### src/inc/bbg_pkg.sv
// Constants and types for the boot and bus grant control block
// Operation
// - Boot method chosen after reset from three mode pins
// - Byte-DMA boot starts when reset is released
// - Boot reset clears direction, page, addresses, format to zero
// - Boot reset loads word counter with 32
// - Boot reset sets context-reset bit; execution held until loaded
// - After boot words loaded, execution begins at address 0
// - Host-select mode boots 32 words by byte DMA, host memory mode
// - Middle-pin mode: no boot, run from external 0, full memory
// - No-boot mode leaves byte DMA to software, no waiting
// - Host port boot holds execution until program word 0 written
// - Idle bus request: next cycle float bus, grant, halt
// - Run-until-external option keeps executing while granted
// - Request during access: grant the cycle after access completes
// - Two-access instruction: grant between the two accesses
// - Request withdrawn: drop grant, re-drive bus, resume
// - Bus request honoured always, even in boot and reset
// - Grant-hung asserted when ready to execute but bus granted
// - On release drop grant and grant-hung, then do pending access
// - Emulator enable swaps in emulator reset, request, grant pins
// - Emulator reset is a full reset and resamples mode pins
// - Context-reset set: stop during DMA, restart at 0 at end; in host port mode the code does not stop
// - Word counter decrements per transfer; zero means done, interrupt
package bbg_pkg;
  typedef enum logic [1:0] {
    BBG_BOOT_BYTE_FULL,
    BBG_BOOT_NONE,
    BBG_BOOT_BYTE_HOST,
    BBG_BOOT_HOST_PORT
  } bbg_boot_t;

  typedef enum {
    BBG_ST_RESET,
    BBG_ST_BOOT,
    BBG_ST_RUN
  } bbg_state_t;

  localparam logic [2:0]  MODE_BYTE_FULL   = 3'h0;
  localparam logic [2:0]  MODE_NONE        = 3'h2;
  localparam logic [2:0]  MODE_BYTE_HOST   = 3'h4;
  localparam logic [2:0]  MODE_HOST_PORT   = 3'h5;
  localparam logic [13:0] BOOT_WORD_COUNT  = 14'h0020;
  localparam logic [13:0] START_ADDRESS    = 14'h0000;
  localparam logic [1:0]  FORMAT_PM24      = 2'h0;
  localparam int          WORD_CYCLES      = 3;

  // Register map, word aligned byte addresses
  localparam logic [7:0]  ADDR_CONTROL     = 8'h00;
  localparam logic [7:0]  ADDR_STATUS      = 8'h04;
  localparam logic [7:0]  ADDR_WORD_COUNT  = 8'h08;
  localparam logic [7:0]  ADDR_INT_START   = 8'h0c;
  localparam logic [7:0]  ADDR_EXT_START   = 8'h10;
  localparam logic [7:0]  ADDR_PAGE        = 8'h14;
  localparam logic [7:0]  ADDR_FORMAT      = 8'h18;

  // Control fields
  localparam int          CTL_RUN_GO       = 0;
  localparam int          CTL_CTX_RESET    = 1;
  localparam int          CTL_DIRECTION    = 2;
endpackage : bbg_pkg

### src/logic/bbg_boot_bus_ctrl.sv
// Boot sequencing and external bus request / grant control
//
// Local design decisions: the address map and the APB interface to the registers.
`timescale 1ns/1ns
module bbg_boot_bus_ctrl (
  // Clock and reset
  input  wire logic        pclk,
  input  wire logic        presetn,
  // APB slave
  input  wire logic        psel,
  input  wire logic        penable,
  input  wire logic        pwrite,
  input  wire logic [7:0]  paddr,
  input  wire logic [31:0] pwdata,
  output logic [31:0]      prdata,
  output logic             pready,
  output logic             pslverr,
  // Device pins
  input  wire logic        chip_reset_n,
  input  wire logic [2:0]  mode_pins,
  input  wire logic        emulator_enable,
  input  wire logic        emulator_reset_n,
  input  wire logic        bus_request_n,
  input  wire logic        emulator_bus_request_n,
  output logic             bus_grant_n,
  output logic             bus_grant_oe,
  output logic             emulator_bus_grant_n,
  output logic             grant_hung_n,
  output logic             bus_drive_en,
  // Core side
  input  wire logic        ext_access_busy,
  input  wire logic        ext_access_needed,
  input  wire logic        core_ready,
  input  wire logic        host_pm0_written,
  output logic             core_run,
  output logic             core_restart,
  output logic [13:0]      restart_address,
  output logic             host_memory_mode,
  output logic             dma_done_irq
);
  // Reset and request pins selected by emulator enable
  logic sel_reset_n;
  logic sel_req;
  assign sel_reset_n = emulator_enable ? emulator_reset_n : chip_reset_n;
  assign sel_req     = emulator_enable ? !emulator_bus_request_n : !bus_request_n;

  logic             rst_q;
  logic [2:0]       mode_q;
  bbg_pkg::bbg_state_t st_q;
  logic             dma_transfer_direction_q;
  logic [7:0]       external_page_start_q;
  logic [13:0]      internal_start_address_q;
  logic [13:0]      external_start_address_q;
  logic [1:0]       transfer_format_q;
  logic [13:0]      transfer_word_counter_q;
  logic             dma_context_reset_q;
  logic             run_go_q;
  logic [1:0]       word_cyc_q;
  logic             granted_q;
  logic             held_q;

  logic rst_fall;
  logic apb_wr;
  logic word_done;
  logic dma_active;
  assign rst_fall   = rst_q && sel_reset_n;
  assign apb_wr     = psel && penable && pwrite;
  assign dma_active = transfer_word_counter_q != 14'h0000;
  assign word_done  = dma_active && word_cyc_q == 2'(bbg_pkg::WORD_CYCLES - 1);

  // Chip reset tracked as a level; emulator reset is the same full reset
  always_ff @(posedge pclk or negedge presetn) begin
    if (!presetn) begin
      rst_q <= 1'b1;
    end else begin
      rst_q <= !sel_reset_n;
    end
  end

  // Mode pins latched at reset release only
  always_ff @(posedge pclk or negedge presetn) begin
    if (!presetn) begin
      mode_q <= 3'h0;
    end else if (rst_fall) begin
      mode_q <= mode_pins;
    end
  end

  logic boot_byte;
  logic boot_host;
  assign boot_byte = mode_pins == bbg_pkg::MODE_BYTE_FULL ||
                     mode_pins == bbg_pkg::MODE_BYTE_HOST;
  assign boot_host = mode_pins == bbg_pkg::MODE_HOST_PORT;

  always_ff @(posedge pclk or negedge presetn) begin
    if (!presetn) begin
      host_memory_mode <= 1'b0;
    end else if (rst_fall) begin
      host_memory_mode <= mode_pins[2];
    end
  end

  // Byte DMA setup registers
  always_ff @(posedge pclk or negedge presetn) begin
    if (!presetn) begin
      dma_transfer_direction_q <= 1'b0;
      external_page_start_q    <= 8'h00;
      internal_start_address_q <= 14'h0000;
      external_start_address_q <= 14'h0000;
      transfer_format_q        <= bbg_pkg::FORMAT_PM24;
      dma_context_reset_q      <= 1'b0;
      run_go_q                 <= 1'b0;
    end else if (rst_q) begin
      dma_transfer_direction_q <= 1'b0;
      external_page_start_q    <= 8'h00;
      internal_start_address_q <= 14'h0000;
      external_start_address_q <= 14'h0000;
      transfer_format_q        <= bbg_pkg::FORMAT_PM24;
      dma_context_reset_q      <= boot_byte;
      run_go_q                 <= 1'b0;
    end else if (apb_wr) begin
      case (paddr)
        bbg_pkg::ADDR_CONTROL: begin
          run_go_q                 <= pwdata[bbg_pkg::CTL_RUN_GO];
          dma_context_reset_q      <= pwdata[bbg_pkg::CTL_CTX_RESET];
          dma_transfer_direction_q <= pwdata[bbg_pkg::CTL_DIRECTION];
        end
        bbg_pkg::ADDR_INT_START: internal_start_address_q <= pwdata[13:0];
        bbg_pkg::ADDR_EXT_START: external_start_address_q <= pwdata[13:0];
        bbg_pkg::ADDR_PAGE:      external_page_start_q    <= pwdata[7:0];
        bbg_pkg::ADDR_FORMAT:    transfer_format_q        <= pwdata[1:0];
        default: begin
        end
      endcase
    end else if (st_q == bbg_pkg::BBG_ST_RUN && !dma_active) begin
      dma_context_reset_q <= dma_context_reset_q;
    end
  end

  // Word counter; a word costs WORD_CYCLES byte accesses, bus grant stalls it
  always_ff @(posedge pclk or negedge presetn) begin
    if (!presetn) begin
      transfer_word_counter_q <= 14'h0000;
      word_cyc_q              <= 2'h0;
    end else if (rst_q) begin
      transfer_word_counter_q <= boot_byte ? bbg_pkg::BOOT_WORD_COUNT : 14'h0000;
      word_cyc_q              <= 2'h0;
    end else if (apb_wr && paddr == bbg_pkg::ADDR_WORD_COUNT) begin
      transfer_word_counter_q <= pwdata[13:0];
      word_cyc_q              <= 2'h0;
    end else if (dma_active && !granted_q && !ext_access_busy) begin
      word_cyc_q <= word_done ? 2'h0 : word_cyc_q + 2'h1;
      if (word_done) begin
        transfer_word_counter_q <= transfer_word_counter_q - 14'h0001;
      end
    end
  end

  // Completion pulse when the counter reaches zero
  always_ff @(posedge pclk or negedge presetn) begin
    if (!presetn) begin
      dma_done_irq <= 1'b0;
    end else begin
      dma_done_irq <= word_done && !granted_q && !ext_access_busy && !rst_q &&
                      transfer_word_counter_q == 14'h0001 &&
                      !(apb_wr && paddr == bbg_pkg::ADDR_WORD_COUNT);
    end
  end

  // Sequencer: reset, boot hold, run
  always_ff @(posedge pclk or negedge presetn) begin
    if (!presetn) begin
      st_q         <= bbg_pkg::BBG_ST_RESET;
      core_restart <= 1'b0;
    end else begin
      core_restart <= 1'b0;
      if (rst_q) begin
        st_q <= bbg_pkg::BBG_ST_RESET;
        if (sel_reset_n) begin
          st_q <= (boot_byte || boot_host) ? bbg_pkg::BBG_ST_BOOT
                                           : bbg_pkg::BBG_ST_RUN;
          core_restart <= !(boot_byte || boot_host);
        end
      end else begin
        case (st_q)
          bbg_pkg::BBG_ST_BOOT: begin
            if ((mode_q == bbg_pkg::MODE_HOST_PORT && host_pm0_written) ||
                (mode_q != bbg_pkg::MODE_HOST_PORT && !dma_active)) begin
              st_q         <= bbg_pkg::BBG_ST_RUN;
              core_restart <= 1'b1;
            end
          end
          bbg_pkg::BBG_ST_RUN: begin
            // Software started transfer with context reset: hold and restart
            if (dma_active && dma_context_reset_q && mode_q != bbg_pkg::MODE_HOST_PORT) begin
              st_q <= bbg_pkg::BBG_ST_BOOT;
            end
          end
          default: st_q <= bbg_pkg::BBG_ST_RESET;
        endcase
      end
    end
  end

  always_ff @(posedge pclk or negedge presetn) begin
    if (!presetn) begin
      restart_address <= 14'h0000;
    end else begin
      restart_address <= bbg_pkg::START_ADDRESS;
    end
  end

  // Bus grant: taken only when no external access runs, so a
  // two-access instruction is split in the gap between accesses
  always_ff @(posedge pclk or negedge presetn) begin
    if (!presetn) begin
      granted_q <= 1'b0;
    end else if (!sel_req) begin
      granted_q <= 1'b0;
    end else if (!ext_access_busy) begin
      granted_q <= 1'b1;
    end
  end

  // Grant taken this cycle or held; execution halts with it, not a cycle later
  logic grant_now;
  logic stall_grant;
  assign grant_now   = sel_req && (granted_q || !ext_access_busy);
  // Stall when granted, unless the go option lets it run until it needs the bus
  assign stall_grant = grant_now && (!run_go_q || ext_access_needed);

  always_ff @(posedge pclk or negedge presetn) begin
    if (!presetn) begin
      held_q <= 1'b0;
    end else begin
      held_q <= granted_q && sel_req && core_ready && (!run_go_q || ext_access_needed) &&
                st_q == bbg_pkg::BBG_ST_RUN && !rst_q;
    end
  end

  // Pin outputs, all from flops
  always_ff @(posedge pclk or negedge presetn) begin
    if (!presetn) begin
      bus_grant_n          <= 1'b1;
      bus_grant_oe         <= 1'b1;
      emulator_bus_grant_n <= 1'b1;
      grant_hung_n         <= 1'b1;
      bus_drive_en         <= 1'b0;
      core_run             <= 1'b0;
    end else begin
      bus_grant_n          <= !(grant_now && !emulator_enable);
      bus_grant_oe         <= !emulator_enable;
      emulator_bus_grant_n <= !(grant_now && emulator_enable);
      grant_hung_n         <= !(held_q && sel_req);
      bus_drive_en         <= !grant_now;
      core_run             <= !rst_q && sel_reset_n && st_q == bbg_pkg::BBG_ST_RUN &&
                              !(stall_grant && sel_req);
    end
  end

  // APB read side, zero wait states
  always_ff @(posedge pclk or negedge presetn) begin
    if (!presetn) begin
      prdata  <= 32'h0;
      pready  <= 1'b0;
      pslverr <= 1'b0;
    end else begin
      pready  <= psel && !penable;
      pslverr <= 1'b0;
      prdata  <= 32'h0;
      if (psel && !penable) begin
        pslverr <= paddr > bbg_pkg::ADDR_FORMAT || paddr[1:0] != 2'h0;
        case (paddr)
          bbg_pkg::ADDR_CONTROL:
            prdata <= {29'h0, dma_transfer_direction_q, dma_context_reset_q, run_go_q};
          bbg_pkg::ADDR_STATUS:
            prdata <= {24'h0, mode_q, host_memory_mode, granted_q, dma_active,
                       st_q == bbg_pkg::BBG_ST_RUN, st_q == bbg_pkg::BBG_ST_BOOT};
          bbg_pkg::ADDR_WORD_COUNT: prdata <= {18'h0, transfer_word_counter_q};
          bbg_pkg::ADDR_INT_START:  prdata <= {18'h0, internal_start_address_q};
          bbg_pkg::ADDR_EXT_START:  prdata <= {18'h0, external_start_address_q};
          bbg_pkg::ADDR_PAGE:       prdata <= {24'h0, external_page_start_q};
          bbg_pkg::ADDR_FORMAT:     prdata <= {30'h0, transfer_format_q};
          default:                  prdata <= 32'h0;
        endcase
      end
    end
  end

  // Grant follows request within one cycle when the bus is idle
  idle_grant_a: assert property (@(posedge pclk) disable iff (!presetn)
    (sel_req && !ext_access_busy && !emulator_enable) |=> !bus_grant_n)
    else $error("grant missing after idle request");

  busy_grant_a: assert property (@(posedge pclk) disable iff (!presetn)
    (!granted_q && ext_access_busy) |=> bus_grant_n && emulator_bus_grant_n)
    else $error("grant given during external access");

  release_grant_a: assert property (@(posedge pclk) disable iff (!presetn)
    !sel_req |=> bus_grant_n && emulator_bus_grant_n && bus_drive_en)
    else $error("grant held after request withdrawn");

  hung_clear_a: assert property (@(posedge pclk) disable iff (!presetn)
    !sel_req |=> grant_hung_n)
    else $error("grant hung left after release");

  emu_float_a: assert property (@(posedge pclk) disable iff (!presetn)
    emulator_enable |=> !bus_grant_oe)
    else $error("normal grant driven under emulation");

  boot_count_a: assert property (@(posedge pclk) disable iff (!presetn)
    (rst_q && boot_byte) |=> transfer_word_counter_q == bbg_pkg::BOOT_WORD_COUNT)
    else $error("boot word count not preset");

  boot_hold_a: assert property (@(posedge pclk) disable iff (!presetn)
    (st_q == bbg_pkg::BBG_ST_BOOT) |=> !core_run)
    else $error("core ran during boot");

  ctx_restart_a: assert property (@(posedge pclk) disable iff (!presetn)
    (st_q == bbg_pkg::BBG_ST_BOOT && !rst_q && mode_q != bbg_pkg::MODE_HOST_PORT &&
     !dma_active) |=> core_restart && st_q == bbg_pkg::BBG_ST_RUN)
    else $error("no restart after boot");
endmodule : bbg_boot_bus_ctrl

### config.mk
export PLATFORM = sky130hd
export DESIGN_NAME = bbg_boot_bus_ctrl
export DESIGN_NICKNAME = d
export VERILOG_FILES = /design/src/inc/bbg_pkg.sv /design/src/logic/bbg_boot_bus_ctrl.sv
export SDC_FILE = /design/constraint.sdc
export NUM_CORES = 1
export LEC_CHECK = 0
export BUFFER_PORTS_ARGS = -buffer_cell sky130_fd_sc_hd__buf_2
export CORE_MARGIN = 1
export CORE_UTILIZATION = 58
export CTS_CLUSTER_DIAMETER = 50
export DETAILED_ROUTE_END_ITERATION = 16
export PLACE_DENSITY = 0.85
export SLEW_MARGIN = 10
export SYNTH_ARGS = -nofsm -noshare
export SYNTH_HDL_FRONTEND = slang
export SYNTH_SLANG_ARGS = --single-unit
### constraint.sdc
create_clock -name pclk -period 4.1 [get_ports pclk]
set_input_delay 0.205 -clock pclk [delete_from_list [all_inputs] [get_ports pclk]]
set_output_delay 0.205 -clock pclk [all_outputs]
set_load 0.02 [all_outputs]
== Word level (Yosys, flattened, before mapping) ==
Index checks and enable logic that the tools add are counted.

* Register bits: 138
* Bits in latches: 0
* Memory bits (writable): 0
* Memory bits (read-only): 0
* Input port bits: 57
* Output and inout bits: 57
* Word-level logic and storage cells: 168
* Memories: 0

* Add/sub/neg operators: 2
* Multipliers: 0
* Divide/modulo/power cells: 0
* $lt $le $gt $ge: 1
* Equality and inequality tests: 19
* Shift operators: 0
* Muxes and demuxes: 47
* Bitwise logic cells: 0
* Reduce and logical (&&, ||, !) cells: 73

{| class="wikitable"
|+ Operators by type and width
! kind !! count
|-
| $mux 14 || 10
|-
| $mux 32 || 4
|-
| $pmux 14 s7 || 1
|-
| $eq 32x2->1 const B || 2
|-
| $pmux 32 s2 || 1
|-
| $eq 32x1->1 const B || 1
|-
| $eq 32x3->1 const B || 1
|-
| $logic_and 1x1->1 || 31
|-
| $eq 8x5->1 const B || 3
|-
| $mux 8 || 3
|-
| $mux 1 || 18
|-
| $mux 2 || 9
|-
| $logic_not 1->1 || 17
|-
| $eq 8x4->1 const B || 2
|-
| $eq 14x1->1 const B || 1
|-
| $reduce_and 2->1 || 7
|-
| $reduce_bool 14->1 || 1
|-
| $reduce_bool 2->1 || 7
|-
| $sub 14x1->14 const B || 1
|-
| $eq 3x3->1 const B || 3
|-
| $ne 3x3->1 const B || 3
|-
| $eq 8x3->1 const B || 1
|-
| $gt 8x5->1 const B || 1
|-
| $logic_not 8->1 || 1
|-
| other kinds (7) || 13
|}

== Logic depth before layout (Yosys ltp) ==
* Word-level depth: 7
* Depth in mapped cells: 8
* Gate-level depth less buffers: 7

== Least setup slack after synthesis ==
OpenSTA, ideal clock, no wires.

* Kind: register to register
* From: register transfer_word_counter_q[0]
* To: register transfer_word_counter_q[0]
* Library setup time: 0.094 ns
* Arrival: 2.255 ns
* Data required time: 4.006 ns
* Path slack: 1.751 ns
* Stages on the path, launching flop included: 9
* Buffers on the path: 1
* Period minus slack after synthesis: 2.349 ns
* Cells stage by stage: dfrtp_1 -> inv_1 -> ha_1 -> or4b_1 -> or4_4 -> buf_6 -> and2_4 -> xnor2_2 -> a211oi_1

* Word-level cells in the longest chain between the ends: 5
* Elaborated cells between the ends (all ways): 12
* Classes of those cells: 1 x add/sub; 4 x mux; 7 x reduce/logical

{| class="wikitable"
|+ Ends and longest elaborated chain
! what !! RTL line !! text
|-
| start, declared || bbg_boot_bus_ctrl.sv:55 || <nowiki>logic [13:0] transfer_word_counter_q;</nowiki>
|-
| start signal, assigned || bbg_boot_bus_ctrl.sv:146 || <nowiki>transfer_word_counter_q <= boot_byte ? bbg_pkg::BOOT_WORD_COUNT : 14'h0000;</nowiki>
|-
| start signal, assigned || bbg_boot_bus_ctrl.sv:149 || <nowiki>transfer_word_counter_q <= pwdata[13:0];</nowiki>
|-
| start signal, assigned || bbg_boot_bus_ctrl.sv:154 || <nowiki>transfer_word_counter_q <= transfer_word_counter_q - 14'h0001;</nowiki>
|-
| $sub 14x1->14 / $reduce_bool 14->1 (equally long branches) || bbg_boot_bus_ctrl.sv:154, bbg_boot_bus_ctrl.sv:68 ||
|-
| $mux 14 / $logic_and 1x1->1 (equally long branches) || bbg_boot_bus_ctrl.sv:153, bbg_boot_bus_ctrl.sv:151 ||
|-
| $mux 14 / $logic_and 1x1->1 (equally long branches) || bbg_boot_bus_ctrl.sv:151 || <nowiki>end else if (dma_active && !granted_q && !ext_access_busy) begin</nowiki>
|-
| $mux 14 / $reduce_bool 3->1 (equally long branches) || -- ||
|-
| $mux 14 / $reduce_and 2->1 (equally long branches) || -- ||
|}

Several ways; a longest one is shown, not always the timed one. The select of a mux whose other input is x is not followed.
A chain may end at the register's enable or synchronous reset.

== Worst setup path in the final report ==
* From: register transfer_word_counter_q[0]
* To: register st_q[1]

* Word-level cells in the longest chain between the ends: 6
* Elaborated cells between the ends (all ways): 9
* Classes of those cells: 2 x eq/ne; 7 x reduce/logical

{| class="wikitable"
|+ Ends and longest elaborated chain
! what !! RTL line !! text
|-
| $reduce_bool 14->1 * || bbg_boot_bus_ctrl.sv:68 || <nowiki>assign dma_active = transfer_word_counter_q != 14'h0000;</nowiki>
|-
| $logic_not 1->1 || bbg_boot_bus_ctrl.sv:188 || <nowiki>(mode_q != bbg_pkg::MODE_HOST_PORT && !dma_active)) begin</nowiki>
|-
| $logic_and 1x1->1 || bbg_boot_bus_ctrl.sv:188 ||
|-
| $logic_or 1x1->1 || bbg_boot_bus_ctrl.sv:187 || <nowiki>if ((mode_q == bbg_pkg::MODE_HOST_PORT && host_pm0_written) ||</nowiki>
|-
| $ne 3x3->1 (no source line) || -- ||
|-
| $reduce_and 2->1 (no source line) * || -- ||
|-
| end signal, assigned || bbg_boot_bus_ctrl.sv:189 || <nowiki>st_q <= bbg_pkg::BBG_ST_RUN;</nowiki>
|-
| end signal, assigned || bbg_boot_bus_ctrl.sv:196 || <nowiki>st_q <= bbg_pkg::BBG_ST_BOOT;</nowiki>
|-
| end signal, assigned || bbg_boot_bus_ctrl.sv:199 || <nowiki>default: st_q <= bbg_pkg::BBG_ST_RESET;</nowiki>
|-
| end, declared || bbg_boot_bus_ctrl.sv:49 || <nowiki>bbg_pkg::bbg_state_t st_q;</nowiki>
|}

Every way passes the cells marked *; elsewhere a longest branch is shown, timed or not.

==> results.yml <==
outcome:
  outcome: "complete, no violations"
synth:
  synth.top_cells.by_area: "sky130_fd_sc_hd__dfrtp_1 45%, sky130_fd_sc_hd__mux2i_1 11%, sky130_fd_sc_hd__nor2_1 5.8%, sky130_fd_sc_hd__buf_4 5.1%, sky130_fd_sc_hd__mux2_2 3.1%"
  yosys.cell_types.count: 61
  ys_warn_count: 0
  ys_async_sr_fraction: 1.000
  synthDominantAreaCellType: "sky130_fd_sc_hd__dfrtp_1"
  synthesis.instances: 453
  synth_seq_cells: 89
  synth-edff-count: 0
  dominantRegCellSynth: "sky130_fd_sc_hd__dfrtp_1"
  synth_sequential_area_ratio: 0.4746
  postSynthAreaPerCell_um2: 10.39
  synth.top_cell.area_share: 0.4467
  synth_area_um2: 4706
global_routing:
  grt-ovfl-total: 0
  grt_pass1_wl_um: 16680
  grt_start_max_net_pins: 90
  grt_antenna_before_repair: 0
  vias_in_the_first_global_route: 3439
  gr-usage-all-layers: 0.2563
route:
  post-route-drc-count: 0
  route.detailed.vias_per_inst: 5.794
  vias: 3546
  drt-initial-drc-count: 179
  drt_pre_antenna_iters: 4
  wl_um: 10450
  count_of_nets_left_with_antenna_violations_after_detail_routing: 0
  routed_wire_length_per_instance_um: 17.08
timing:
  finalWorstPathRequiredPeriod_ns: 2.639
  final.period_utilization: 0.6436
  grt_setup_unrepaired: "false"
  hold_viol_final: 0
  timing.max_slew.rel_slack: 0.2642
  slew_viol_final: 0
  fin_ws_ns: 1.461
  final.setup_skew_ns: 0.009752
  setup_total_negative_slack_ns: 0
  setup_violations: 0
  fmax_mhz: 379.0
  worst_pin_slew_ns: 1.104
finish:
  fillers: 616
  final-seq-area_um2: 2233
  nets: 564
  drive_above_1_share: 0.2314
  multi_input_area_um2: 2208
  antenna_cells: 0
  area_delta_synth_final_pct: 9.014
worst_hold_path:
  min-delay-path-class: "input port to flop"
power_and_ir_drop:
  totalPowerFinal_w: 0.001694
  power_per_cell_area_nw_per_um2: 330.2
  cellLeakagePower_nw: 2.510
  ir_drop_uv: 209.0
clock_tree:
  cts-root-to-sink-buffers: 2
  htreeDepth: 3
  clock_latency_ns: 0.36
  cts_root_buffer: "sky130_fd_sc_hd__clkbuf_8"
  cts.reportedPaths.clkPinSlew_ns: 0.09
  cts-buffers-inserted: 9
  clock-sinks: 89
  postCtsHoldBufs: 0
  tritoncts: "built"
  post_cts_buffers: 0
  cts.repair.resized: 0
placed_design:
  numPortBuffers: 63
  detailedPlace.worstSlack_ns: 1.497
  place_hpwl_um: 7291
  place.gp.congestion: 0.8453
run:
  drv_cap: 0
setup_path:
  type_of_origin_of_the_critical_path: "flop"
  critPathKind: "flop to flop"
  setup_crit_end_kind: "flop"
  critPathRequiredTime_ns: 4.41
  arrival_ns: 2.95
  critical_path.max_fanout: 5
floorplan:
  die-height_um: 92.08
  design.portCount: 114
  die-width_um: 92.08
  design.core.area_um2: 7767
  std_cell_rows: 32
  start_util: 0.6058
  fp.dieArea_um2: 8478
-- worst max-delay path, stage by stage (launching register included) --
cell and delay, ns:
sky130_fd_sc_hd__dfrtp_1 0.47, sky130_fd_sc_hd__inv_1 0.09, sky130_fd_sc_hd__ha_1 0.22, sky130_fd_sc_hd__or4b_1 0.53
sky130_fd_sc_hd__nor4_1 0.55, sky130_fd_sc_hd__mux2i_1 0.21, sky130_fd_sc_hd__o32ai_1 0.33, sky130_fd_sc_hd__or2_2 0.17
-- per-stage QoR --
stage / cells / cell area, um2 / util / hold WS [ns]
final: 612 / 5130 / 0.6604 / 0.01525
after global placement: 596 / 4943 / 0.6364 / 0.3890
after floorplan: 484 / 4822 / - / -0.09059
after CTS: 612 / 5130 / 0.6604 / 0.004969
after global routing: 612 / 5130 / 0.6604 / 0.01077
after detailed placement: 596 / 4943 / 0.6364 / 0.3940
-- flip-flops by register name, summed over array words and instances, names as in the netlist, 2 cells and up --
name                      cells
word_cyc_q                    2
internal_start_address_q     14
st_q                          2
transfer_word_counter_q      14
external_start_address_q     14
external_page_start_q         8
transfer_format_q             2
mode_q                        3
prdata                       14
-- where the power goes --
part | internal (W) | switching [W]
clock network | 0.000245 | 0.000329
logic | 0.0000621 | 0.000134
registers | 0.000900 | 0.0000246
total | 0.00121 | 0.000487
-- routing by layer --
layer  routed length (um)  global-route usage  part of all wire  vias up
met5                    0                   0                 0        -
met4                  174              0.1003             0.017        0
met3                  593             0.05556             0.057       13
met2                 5399              0.4322              0.52      125
met1                 4283              0.3216              0.41     1779
li1                     -                   -                 -     1629
-- Yosys cell counts, drive strengths merged, types with 2 or more instances --
library cell	number
nand3b	3
ha	2
buf	40
nand4b	2
nand2b	5
nor3b	2
o21a	2
nand2	19
dfrtp	84
mux2i	51
a211o	2
nor2b	7
a32oi	2
nor4b	4
inv	7
clkbuf	17
or4	3
or2	2
xor2	5
dfstp	5
o21ai	5
o22a	4
xnor2	7
and3	5
a211oi	16
a21oi	8
a22oi	9
mux2	13
and2	3
a31oi	3
or3	5
nand3	6
nor3	9
nand4	5
nor4	7
nor2	73
-- worst paths after layout --
| check | slack [ns] | to | cells past startpoint | startpoint |
|---|---|---|---|---|
| setup / recovery | 1.46 | st_q[1] | 7 | transfer_word_counter_q[0] |
| min in group asynchronous | 0.05 | run_go_q | 1 | presetn |
| hold / removal | 0.02 | bus_grant_oe | 2 | emulator_enable |
| setup reg to reg | 1.46 | st_q[1] | 7 | transfer_word_counter_q[0] |
| max in group asynchronous | 3.35 | transfer_word_counter_q[8] | 1 | presetn |
| hold reg to reg | 0.53 | external_page_start_q[6] | 2 | external_page_start_q[6] |
-- cell usage in the layout (no fill, tap or decap), types with 3 or more instances in the layout --
cell	Yosys	layout
sky130_fd_sc_hd__nand3_1	6	6
sky130_fd_sc_hd__mux2i_1	51	51
sky130_fd_sc_hd__mux2_2	13	13
sky130_fd_sc_hd__xnor2_1	6	6
sky130_fd_sc_hd__inv_1	7	7
sky130_fd_sc_hd__nor4_1	6	6
sky130_fd_sc_hd__buf_2	3	62
sky130_fd_sc_hd__nand4_1	5	5
sky130_fd_sc_hd__dfstp_2	5	5
sky130_fd_sc_hd__clkbuf_8	0	10
sky130_fd_sc_hd__o22a_1	4	4
sky130_fd_sc_hd__nand2b_1	5	5
sky130_fd_sc_hd__a22oi_1	9	9
sky130_fd_sc_hd__a21oi_1	7	7
sky130_fd_sc_hd__nand3b_1	3	3
sky130_fd_sc_hd__nor3_1	8	8
sky130_fd_sc_hd__nor2_1	73	73
sky130_fd_sc_hd__o21ai_0	4	4
sky130_fd_sc_hd__inv_6	0	3
sky130_fd_sc_hd__conb_1	1	32
sky130_fd_sc_hd__nor4b_1	3	3
sky130_fd_sc_hd__a211oi_1	15	15
sky130_fd_sc_hd__a31oi_1	3	3
sky130_fd_sc_hd__or3_1	4	4
sky130_fd_sc_hd__xor2_1	5	5
sky130_fd_sc_hd__buf_4	32	5
sky130_fd_sc_hd__and3_1	5	5
sky130_fd_sc_hd__dfrtp_1	84	84
sky130_fd_sc_hd__nor2b_1	7	7
sky130_fd_sc_hd__nand2_1	19	19
-- area by class of cell --
cell class | instances | area share
multi-input cells | 331 | 0.4305
clock buffers | 10 | 0.02683
inverters | 7 | 0.005122
clock inverters | 6 | 0.009512
flip-flops and latches | 89 | 0.4354
well taps | 102 | 0.02488
repair buffers | 67 | 0.06780
-- cells by family after synthesis --
family          after synthesis  synth area share
compound gates               57           0.09120
xor+xnor                     12           0.02393
fa+ha+maj                     2          0.005317
buf+inv                      64           0.08083
flops                        89            0.4746
mux                          65            0.1444
other cells                   1         0.0007969
simple gates                163            0.1789
(Power assumes the default switching activity.)
